### src/inc/timer_two_defines.vh
`ifndef TIMER_TWO_DEFINES_VH
`define TIMER_TWO_DEFINES_VH
// special function register addresses
`define T2_ADDR_CONTROL 8'hc8
`define T2_ADDR_RELOAD_LOW 8'hca
`define T2_ADDR_RELOAD_HIGH 8'hcb
`define T2_ADDR_COUNT_LOW 8'hcc
`define T2_ADDR_COUNT_HIGH 8'hcd
// control register field positions
`define T2_BIT_HIGH_FLAG 7
`define T2_BIT_LOW_FLAG 6
`define T2_BIT_LOW_IRQ_EN 5
`define T2_BIT_CAPTURE_EN 4
`define T2_BIT_SPLIT 3
`define T2_BIT_RUN 2
`define T2_BIT_ALT_SEL_HI 1
`define T2_BIT_ALT_SEL_LO 0
// reset values
`define T2_CONTROL_RESET 8'h00
`define T2_BYTE_RESET 8'h00
// alternate clock select encodings
`define T2_SEL_DIV12_TRIG_RTC 2'h0
`define T2_SEL_CMP_TRIG_RTC 2'h1
`define T2_SEL_DIV12_TRIG_CMP 2'h2
`define T2_SEL_RTC_TRIG_CMP 2'h3
// timing counts
`define T2_SYSCLK_DIVIDE 12
`define T2_RTC_DIVIDE 8
`endif

### src/hw/tick_divider.v
`timescale 1ns/100ps
// one-cycle pulse every DIVIDE input events
module tick_divider #(
   parameter DIVIDE = 12
) (
   input wire clk, // system clock
   input wire rst_n, // asynchronous reset, active low
   input wire event_in, // one-cycle event to count
   output reg tick_out // pulse on every DIVIDE-th event
);
   localparam integer CW = 8;
   localparam integer LAST_INT = DIVIDE - 1;
   // cut on purpose: DIVIDE never exceeds the counter's range
   localparam [CW-1:0] LAST = LAST_INT[CW-1:0];
   reg [CW-1:0] count_reg;

   always @(posedge clk or negedge rst_n) begin
      if (!rst_n) begin
         count_reg <= {CW{1'b0}};
         tick_out <= 1'b0;
      end else begin
         tick_out <= 1'b0;
         if (event_in) begin
            if (count_reg == LAST) begin
               count_reg <= {CW{1'b0}};
               tick_out <= 1'b1;
            end else begin
               count_reg <= count_reg + 8'h01;
            end
         end
      end
   end
endmodule // tick_divider

### src/hw/edge_sync.v
`timescale 1ns/100ps
// two-flop synchroniser plus rising edge detect on the second stage
module edge_sync (
   input wire clk, // system clock
   input wire rst_n, // asynchronous reset, active low
   input wire async_in, // level from another clock domain
   output reg rise_out // one-cycle pulse on a synchronised rising edge
);
   reg meta_reg;
   reg sync_reg;
   reg last_reg;

   always @(posedge clk or negedge rst_n) begin
      if (!rst_n) begin
         meta_reg <= 1'b0;
         sync_reg <= 1'b0;
         last_reg <= 1'b0;
         rise_out <= 1'b0;
      end else begin
         meta_reg <= async_in;
         sync_reg <= meta_reg;
         last_reg <= sync_reg;
         rise_out <= sync_reg & ~last_reg;
      end
   end
endmodule // edge_sync

### src/hw/timer_two.v
`timescale 1ns/100ps
`include "timer_two_defines.vh"
// How it works
// high overflow flag sets when the high byte wraps, full counter in 16-bit mode.
// with timer interrupt enabled, a high flag set raises an interrupt request.
// flags are never cleared by hardware; software writes zero to clear.
// low overflow flag sets on every low byte wrap, in either mode.
// low byte interrupt enable plus timer enable requests interrupt on low wraps.
// capture enable bit set puts the timer into capture mode.
// split bit gives two 8-bit reload timers, else one 16-bit timer.
// run bit enables counting; cleared in 16-bit mode stops the whole timer.
// in split mode run gates only the high byte; low byte always counts.
// two-bit select chooses alternate clock and capture trigger, shared by bytes.
// per-byte choice bits pick alternate clock or the system clock.
// alternate clock sources are synchronised before advancing the counter.
// select decodes 00 div12/rtc8, 01 cmp/rtc8, 10 div12/cmp, 11 rtc8/cmp.
// control register at 0xc8 is bit-addressable; bit writes touch one field.
// 16-bit wrap loads the 16-bit reload value into the counter.
// in split mode each byte reloads from its own reload byte.
// each capture trigger copies the counter to reload and sets high flag.
// the low byte, and in split mode the high byte, increments by one per tick of its selected clock.
module timer_two (
   input wire clk, // system clock, 25 MHz
   input wire rst_n, // asynchronous reset, active low
   input wire [7:0] sfr_addr, // special function register address
   input wire sfr_wr, // byte write strobe
   input wire [7:0] sfr_wdata, // byte write data
   input wire sfr_bit_wr, // single-bit write strobe
   input wire [2:0] sfr_bit_sel, // bit position for bit write
   input wire sfr_bit_val, // value for bit write
   output reg [7:0] sfr_rdata, // read data for sfr_addr
   input wire high_byte_clock_choice, // 1: high byte uses system clock
   input wire low_byte_clock_choice, // 1: low byte uses system clock
   input wire rtc_clock_in, // real-time clock, asynchronous
   input wire comparator_in, // comparator 0 output, asynchronous
   input wire timer_irq_enable, // timer interrupt enable from the core
   output wire timer_irq, // interrupt request level
   output wire capture_mode, // capture mode active
   output wire split_mode, // split mode active
   output wire [7:0] count_low_byte, // low counter byte
   output wire [7:0] count_high_byte // high counter byte
);
   reg [7:0] timer_two_control;
   reg [7:0] count_low_reg;
   reg [7:0] count_high_reg;
   reg [7:0] reload_low_reg;
   reg [7:0] reload_high_reg;
   reg div12_tick;
   reg [3:0] div12_reg;
   wire rtc_rise;
   wire cmp_rise;
   wire rtc8_tick;
   reg alt_tick;
   reg trigger;
   wire low_tick;
   wire high_tick;
   wire low_run;
   wire high_run;
   wire low_wrap;
   wire high_wrap;
   wire capture_evt;
   reg [7:0] ctrl_next;

   function [7:0] bit_merge;
      input [7:0] old;
      input [2:0] sel;
      input val;
      begin
         bit_merge = old;
         bit_merge[sel] = val;
      end
   endfunction

   ////////////////////////////////////////////////////////////////////////
   // clock sources

   // free-running system clock divide by 12
   always @(posedge clk or negedge rst_n) begin
      if (!rst_n) begin
         div12_reg <= 4'h0;
         div12_tick <= 1'b0;
      end else begin
         div12_tick <= 1'b0;
         if (div12_reg == 4'hb) begin
            div12_reg <= 4'h0;
            div12_tick <= 1'b1;
         end else begin
            div12_reg <= div12_reg + 4'h1;
         end
      end
   end

   edge_sync rtc_sync (
      .clk(clk),
      .rst_n(rst_n),
      .async_in(rtc_clock_in),
      .rise_out(rtc_rise)
   );

   edge_sync cmp_sync (
      .clk(clk),
      .rst_n(rst_n),
      .async_in(comparator_in),
      .rise_out(cmp_rise)
   );

   tick_divider #(
      .DIVIDE(`T2_RTC_DIVIDE)
   ) rtc_div (
      .clk(clk),
      .rst_n(rst_n),
      .event_in(rtc_rise),
      .tick_out(rtc8_tick)
   );

   // one select field drives both bytes' alternate clock and the trigger
   always @* begin
      case (timer_two_control[`T2_BIT_ALT_SEL_HI:`T2_BIT_ALT_SEL_LO])
         `T2_SEL_DIV12_TRIG_RTC: begin
            alt_tick = div12_tick;
            trigger = rtc8_tick;
         end
         `T2_SEL_CMP_TRIG_RTC: begin
            alt_tick = cmp_rise;
            trigger = rtc8_tick;
         end
         `T2_SEL_DIV12_TRIG_CMP: begin
            alt_tick = div12_tick;
            trigger = cmp_rise;
         end
         default: begin
            alt_tick = rtc8_tick;
            trigger = cmp_rise;
         end
      endcase
   end

   assign low_tick = low_byte_clock_choice ? 1'b1 : alt_tick;
   assign high_tick = high_byte_clock_choice ? 1'b1 : alt_tick;

   ////////////////////////////////////////////////////////////////////////
   // counting

   assign split_mode = timer_two_control[`T2_BIT_SPLIT];
   assign capture_mode = timer_two_control[`T2_BIT_CAPTURE_EN];
   // low byte free-runs in split mode; in 16-bit mode both halves obey run
   assign low_run = split_mode | timer_two_control[`T2_BIT_RUN];
   assign high_run = timer_two_control[`T2_BIT_RUN];

   // in 16-bit mode the high byte steps on low carry, using the low clock
   assign low_wrap = low_run & low_tick & (count_low_reg == 8'hff);
   assign high_wrap = split_mode ?
      (high_run & high_tick & (count_high_reg == 8'hff)) :
      (low_wrap & (count_high_reg == 8'hff));
   assign capture_evt = capture_mode & trigger;

   always @(posedge clk or negedge rst_n) begin
      if (!rst_n) begin
         count_low_reg <= `T2_BYTE_RESET;
         count_high_reg <= `T2_BYTE_RESET;
         reload_low_reg <= `T2_BYTE_RESET;
         reload_high_reg <= `T2_BYTE_RESET;
      end else begin
         // low byte
         if (sfr_wr && sfr_addr == `T2_ADDR_COUNT_LOW) begin
            count_low_reg <= sfr_wdata;
         end else if (low_wrap) begin
            // 16-bit wrap reloads low only when the high byte also wraps
            if (split_mode || high_wrap) begin
               count_low_reg <= reload_low_reg;
            end else begin
               count_low_reg <= 8'h00;
            end
         end else if (low_run && low_tick) begin
            count_low_reg <= count_low_reg + 8'h01;
         end
         // high byte
         if (sfr_wr && sfr_addr == `T2_ADDR_COUNT_HIGH) begin
            count_high_reg <= sfr_wdata;
         end else if (high_wrap) begin
            count_high_reg <= reload_high_reg;
         end else if (split_mode ? (high_run && high_tick) : low_wrap) begin
            count_high_reg <= count_high_reg + 8'h01;
         end
         // reload registers; capture overrides a same-cycle software write
         if (capture_evt) begin
            reload_low_reg <= count_low_reg;
            reload_high_reg <= count_high_reg;
         end else begin
            if (sfr_wr && sfr_addr == `T2_ADDR_RELOAD_LOW) begin
               reload_low_reg <= sfr_wdata;
            end
            if (sfr_wr && sfr_addr == `T2_ADDR_RELOAD_HIGH) begin
               reload_high_reg <= sfr_wdata;
            end
         end
      end
   end

   ////////////////////////////////////////////////////////////////////////
   // control register

   always @* begin
      ctrl_next = timer_two_control;
      if (sfr_wr && sfr_addr == `T2_ADDR_CONTROL) begin
         ctrl_next = sfr_wdata;
      end else if (sfr_bit_wr && sfr_addr == `T2_ADDR_CONTROL) begin
         ctrl_next = bit_merge(timer_two_control, sfr_bit_sel, sfr_bit_val);
      end
      // hardware sets win over a same-cycle software clear
      if (high_wrap || capture_evt) begin
         ctrl_next[`T2_BIT_HIGH_FLAG] = 1'b1;
      end
      if (low_wrap) begin
         ctrl_next[`T2_BIT_LOW_FLAG] = 1'b1;
      end
   end

   // flags only ever clear through the software write paths above
   always @(posedge clk or negedge rst_n) begin
      if (!rst_n) begin
         timer_two_control <= `T2_CONTROL_RESET;
      end else begin
         timer_two_control <= ctrl_next;
      end
   end

   ////////////////////////////////////////////////////////////////////////
   // interrupt and read path

   // level request: stays up until software clears the causing flag
   assign timer_irq = timer_irq_enable & (timer_two_control[`T2_BIT_HIGH_FLAG] |
      (timer_two_control[`T2_BIT_LOW_IRQ_EN] & timer_two_control[`T2_BIT_LOW_FLAG]));

   always @(posedge clk or negedge rst_n) begin
      if (!rst_n) begin
         sfr_rdata <= 8'h00;
      end else begin
         case (sfr_addr)
            `T2_ADDR_CONTROL: sfr_rdata <= ctrl_next;
            `T2_ADDR_RELOAD_LOW: sfr_rdata <= reload_low_reg;
            `T2_ADDR_RELOAD_HIGH: sfr_rdata <= reload_high_reg;
            `T2_ADDR_COUNT_LOW: sfr_rdata <= count_low_reg;
            `T2_ADDR_COUNT_HIGH: sfr_rdata <= count_high_reg;
            default: sfr_rdata <= 8'h00;
         endcase
      end
   end

   assign count_low_byte = count_low_reg;
   assign count_high_byte = count_high_reg;
endmodule // timer_two

### config.mk
export PLATFORM = sky130hd
export DESIGN_NAME = timer_two
export DESIGN_NICKNAME = d
export VERILOG_FILES = /design/src/hw/tick_divider.v /design/src/hw/edge_sync.v /design/src/hw/timer_two.v
export VERILOG_INCLUDE_DIRS = /design/src /design/src/inc
export SDC_FILE = /design/constraint.sdc
export NUM_CORES = 1
export LEC_CHECK = 0
export ABC_AREA = 1
export BUFFER_PORTS_ARGS = -buffer_cell sky130_fd_sc_hd__buf_2
export CAP_MARGIN = 25
export CORE_ASPECT_RATIO = 1.2
export CORE_MARGIN = 2
export CORE_UTILIZATION = 29
export CTS_CLUSTER_DIAMETER = 40
export CTS_CLUSTER_SIZE = 8
export DETAILED_ROUTE_END_ITERATION = 10
export HOLD_SLACK_MARGIN = 0.02
export PLACE_DENSITY_LB_ADDON = 0.05
export SYNTH_ARGS = -nofsm -noshare
export SYNTH_HDL_FRONTEND = slang
export SYNTH_SLANG_ARGS = --single-unit
### constraint.sdc
create_clock -name clk -period 2.1 [get_ports clk]
set_input_delay 0.105 -clock clk [delete_from_list [all_inputs] [get_ports clk]]
set_output_delay 0.105 -clock clk [all_outputs]
set_load 0.01 [all_outputs]
==> results.md <==
- The flow ran to the end, and the final reports show no timing, DRC or antenna violations.
- The die is 112 um wide.
- Of the available clock period, the critical path in the final layout requires 97.6%.
- The number of DRC markers after the initial detailed-route iteration is 155.
- Of all flip-flops after synthesis, the portion carrying an async set or reset was 100%.
- The time the worst path needs with I/O delays and setup is 2.05 ns.
- The post-synthesis simple-gate area fraction is 26.6%.
- The half-perimeter wire length after placement is 9910 um.
- The worst path required time is 2.38 ns.
- The total CTS buffers is 9.
- The leftover overflow at the end of global routing is 0.
- The element type at the critical path end is a flip-flop.
- The max-slew violation total from the final report is 0.
- The first global-routing pass estimated 20000 um of wire.
- After synthesis, the largest family of logic cells by area is simple AND/OR/NAND/NOR gates.
- The maximum number of pins on one net before global-route repair is 37.
- At the pin with the least slew margin, the transition time is 0.628 ns.
- The mapped netlist covers 4060 um^2.
- Walking the worst path, the cells encountered are ha_1 > nand3_1 > nor2_1 > nand4_1 > nand2_1 > nor2_1 > nand2_1 > o21ai_0 > inv_1 > nand2_1.
- At the end of routability-driven placement, the weighted congestion stood at 0.813.
- TritonCTS built the clock tree.
- The largest voltage drop on the vdd net is 0.000334 V.
- The iteration count of the initial detailed-routing pass is 5.
- Synthesis handed over a netlist of 547 instances.
- The area of the die is 15000 um^2.
- The post-synthesis compound-gate area fraction is 14.8%.
- The area growth from synthesis to layout is 23.6%.
- The clock passes through at most 2 buffers.
- For this run, design rule violations remaining after detail routing come to 0.
- Fill cells in the final layout number 1491.
- The number of warnings issued by yosys is 0.
- After clock tree synthesis, the clock-pin slew on the worst setup and hold paths is 0.06 ns.
- Among all stages on the critical path, the largest delay is contributed by sky130_fd_sc_hd__nor2_1.
- For this design the static power due to leakage is 2.69 nW.
- The proportion of layout cells with a drive suffix above 1 is 18.2%.
- The largest clock skew in the final design is 0.00642 ns.
- The total setup buffers inserted after CTS is 0.
- The clock insertion delay at the later pin of the skew report is 0.35 ns.
- The cell type contributing the most total cell area after synthesis is sky130_fd_sc_hd__dfrtp_1.
- The number of nets handed over by synthesis was 580.
- The setup TNS after final layout is 0 ns.
- In this run the worst hold path is classified as in -> reg.
- The number of placed instances with taps included is 791.
- The net count of the finished layout is 667.
- The predominant post-synthesis flop cell is sky130_fd_sc_hd__dfrtp_1.
- The highest fanout seen on the critical path is 8.
- The number of gates resized after cts is 0.
- Ranked by total cell area, the synthesized netlist is headed by sky130_fd_sc_hd__dfrtp_1, sky130_fd_sc_hd__nand2_1, sky130_fd_sc_hd__inv_1.
- Across all layers, the routed design uses 3854 vias.
- The maximum operating frequency is 488 MHz.
- In the synthesized netlist, mux cells make up 1.26% of the area.
- For this block, the routed nets add up to 12700 um of wire.
- Global routing used 17.5% of the available tracks across all layers.
- The ratio of total power to cell area is 821 nW/um^2.
- The synthesized-area fraction occupied by adder cells is 1.23%.
- The headroom to the max-slew limit is 58.0%.
- The average vias per placed instance is 4.76.
- The top cell type by area accounts for 43.1% of the synthesized area.
- The arrival time at the worst endpoint is 2.33 ns.
- The cell that appears most often on the critical path is sky130_fd_sc_hd__nand2_1.
- The die is 134 um tall.
- The largest single stage delay on the critical path is 0.54 ns.
- The number of placement rows is 47.
- The worst setup path is launched from a flip-flop.
- The clock net sink count is 70.
- The category of the most critical setup path is reg -> reg.
- The number of global-route vias before repair is 3661.
- Setup repair after global routing could not meet its margin everywhere.
- The mean post-synth cell area is 7.42 um^2.
- Max-cap violations in this run came to 0.
- The initial utilization of the core area, before any placement, comes to 29.5%.
- In this run the remaining antenna-violating nets after routing total 0.
- The non-filler instance count after layout is 810.
- 0 antenna diodes ended up in the layout.
- The number of storage elements in the synthesis netlist is 70.
- Summing the areas of all xor and xnor instances in the mapped netlist gives 2.59% of the synthesized area.
- The initial antenna violation count is 0.
- For this design the top-level I/O count stands at 56.
- The count of distinct cell types in the synthesized netlist is 41.
- The share of synthesized area occupied by flip-flops and latches is 43.1%.
- The synthesized design contains 0 enable-type register cells.
- The H-tree was split into 3 levels.
- The routed wirelength normalized by instance count is 15.6 um.
- The placeable core region is 13800 um^2.
- In this run the clock root is driven by a sky130_fd_sc_hd__clkbuf_16.
- Setup violations remaining at the end of the flow were counted as 0.
- Port buffering added 55 buffers.
- The hold violation count in the final report is 0.
==> cells by family (layout without fill, tap and decap cells) <==
kind of cell,after synthesis,in the layout
flops,70,70
compound gates,99,99
mux,5,5
simple gates,251,251
buf+inv,106,198
fa+ha+maj,4,4
xor+xnor,12,12
==> cells in the final DEF (no fill, tap or decap), drive strengths merged <==
cell         netlist  layout
nand3             27      27
buf                5      79
nor2              53      53
mux2               1       1
ha                 4       4
nand4              6       6
dlygate4sd3        0       3
nor4               1       1
nor3b              1       1
a211oi             3       3
clkbuf             1      11
clkinv             0       3
xor2              11      11
nand2            155     155
clkinvlp           0       2
mux2i              4       4
xnor2              1       1
or2                2       2
dfrtp             70      70
a21boi             4       4
nor3               6       6
a21oi             14      14
inv              100     100
o22ai              6       6
a22oi             16      16
o211ai             5       5
o221ai             4       4
o21ai             47      47
==> Yosys cell counts (4+ instances only) <==
cell type / count
sky130_fd_sc_hd__mux2i_1: 4
sky130_fd_sc_hd__a21boi_0: 4
sky130_fd_sc_hd__a22oi_1: 16
sky130_fd_sc_hd__dfrtp_1: 70
sky130_fd_sc_hd__inv_1: 97
sky130_fd_sc_hd__o22ai_1: 6
sky130_fd_sc_hd__nor2_1: 50
sky130_fd_sc_hd__xor2_1: 11
sky130_fd_sc_hd__nand2_1: 151
sky130_fd_sc_hd__nor3_1: 5
sky130_fd_sc_hd__a21oi_1: 11
sky130_fd_sc_hd__nand3_1: 26
sky130_fd_sc_hd__o211ai_1: 5
sky130_fd_sc_hd__nand4_1: 4
sky130_fd_sc_hd__ha_1: 4
sky130_fd_sc_hd__o21ai_0: 37
sky130_fd_sc_hd__o21ai_1: 9
sky130_fd_sc_hd__o221ai_1: 4
==> final cells by class <==
class | instances | area (um^2) | area share (%)
multi-input cells | 371 | 1890 | 37.6
clock buffers | 11 | 253 | 5.03
repair buffers | 82 | 500 | 9.97
clock inverters | 5 | 33.8 | 0.673
inverters | 100 | 378 | 7.53
flip-flops and latches | 70 | 1750 | 34.9
well taps | 171 | 214 | 4.26
==> metrics by stage <==
step | power [W] | setup slack [ns] | hold WS (ns) | instance area, um^2 | utilization, %
global route | 0.00438 | -0.0698 | 0.0927 | 5020 | 36.5
global placement | 0.00266 | 0.199 | 0.107 | 4700 | 34.2
floorplan | 0.00223 | 0.410 | -0.191 | 4060 | -
detailed placement | 0.00267 | 0.113 | 0.122 | 4700 | 34.2
finish | 0.00412 | 0.0501 | 0.0745 | 5020 | 36.5
CTS | 0.00417 | 0.0755 | 0.0669 | 5020 | 36.5
==> worst max-delay path, delay by kind of cell (launching register included) <==
family,cells,cell delay (ns)
simple gates,7,1.22
flops,1,0.38
fa+ha+maj,1,0.22
compound gates,1,0.10
buf+inv,1,0.06
==> worst paths after layout <==
kind,depth (start not counted),startpoint,to,slack [ns]
worst max register to register,10,count_low_byte[0],count_high_byte[3],0.05
worst min-delay path,5,sfr_wdata[2],count_low_byte[2],0.07
max in group asynchronous,3,rst_n,reload_high_reg[0],1.26
min in group asynchronous,2,rst_n,cmp_sync.rise_out,0.26
worst min register to register,0,rtc_sync.meta_reg,rtc_sync.sync_reg,0.35
worst max-delay path,10,count_low_byte[0],count_high_byte[3],0.05
==> what timing repair did <==
action,CTS,global route
hold buffers,3,0
endpoints found under the hold margin,36,0
endpoints found under the setup margin,0,13
==> report_power, final <==
part           switching [W]  total, W  internal [W]  leakage, nW
logic               0.000587  0.000980      0.000393         1.63
clock network       0.000610   0.00147      0.000861        0.138
registers           0.000142   0.00167       0.00153        0.924
==> layer usage <==
metal / vias to the layer above / track usage (%) / wire length (um)
met4: 0 / 8.88 / 359
met1: 1836 / 22.9 / 5860
met2: 75 / 28.4 / 5990
met3: 17 / 2.27 / 449
li1: 1926 / - / -
met5: - / 0 / 0
Power figures use the tool's default switching activity.
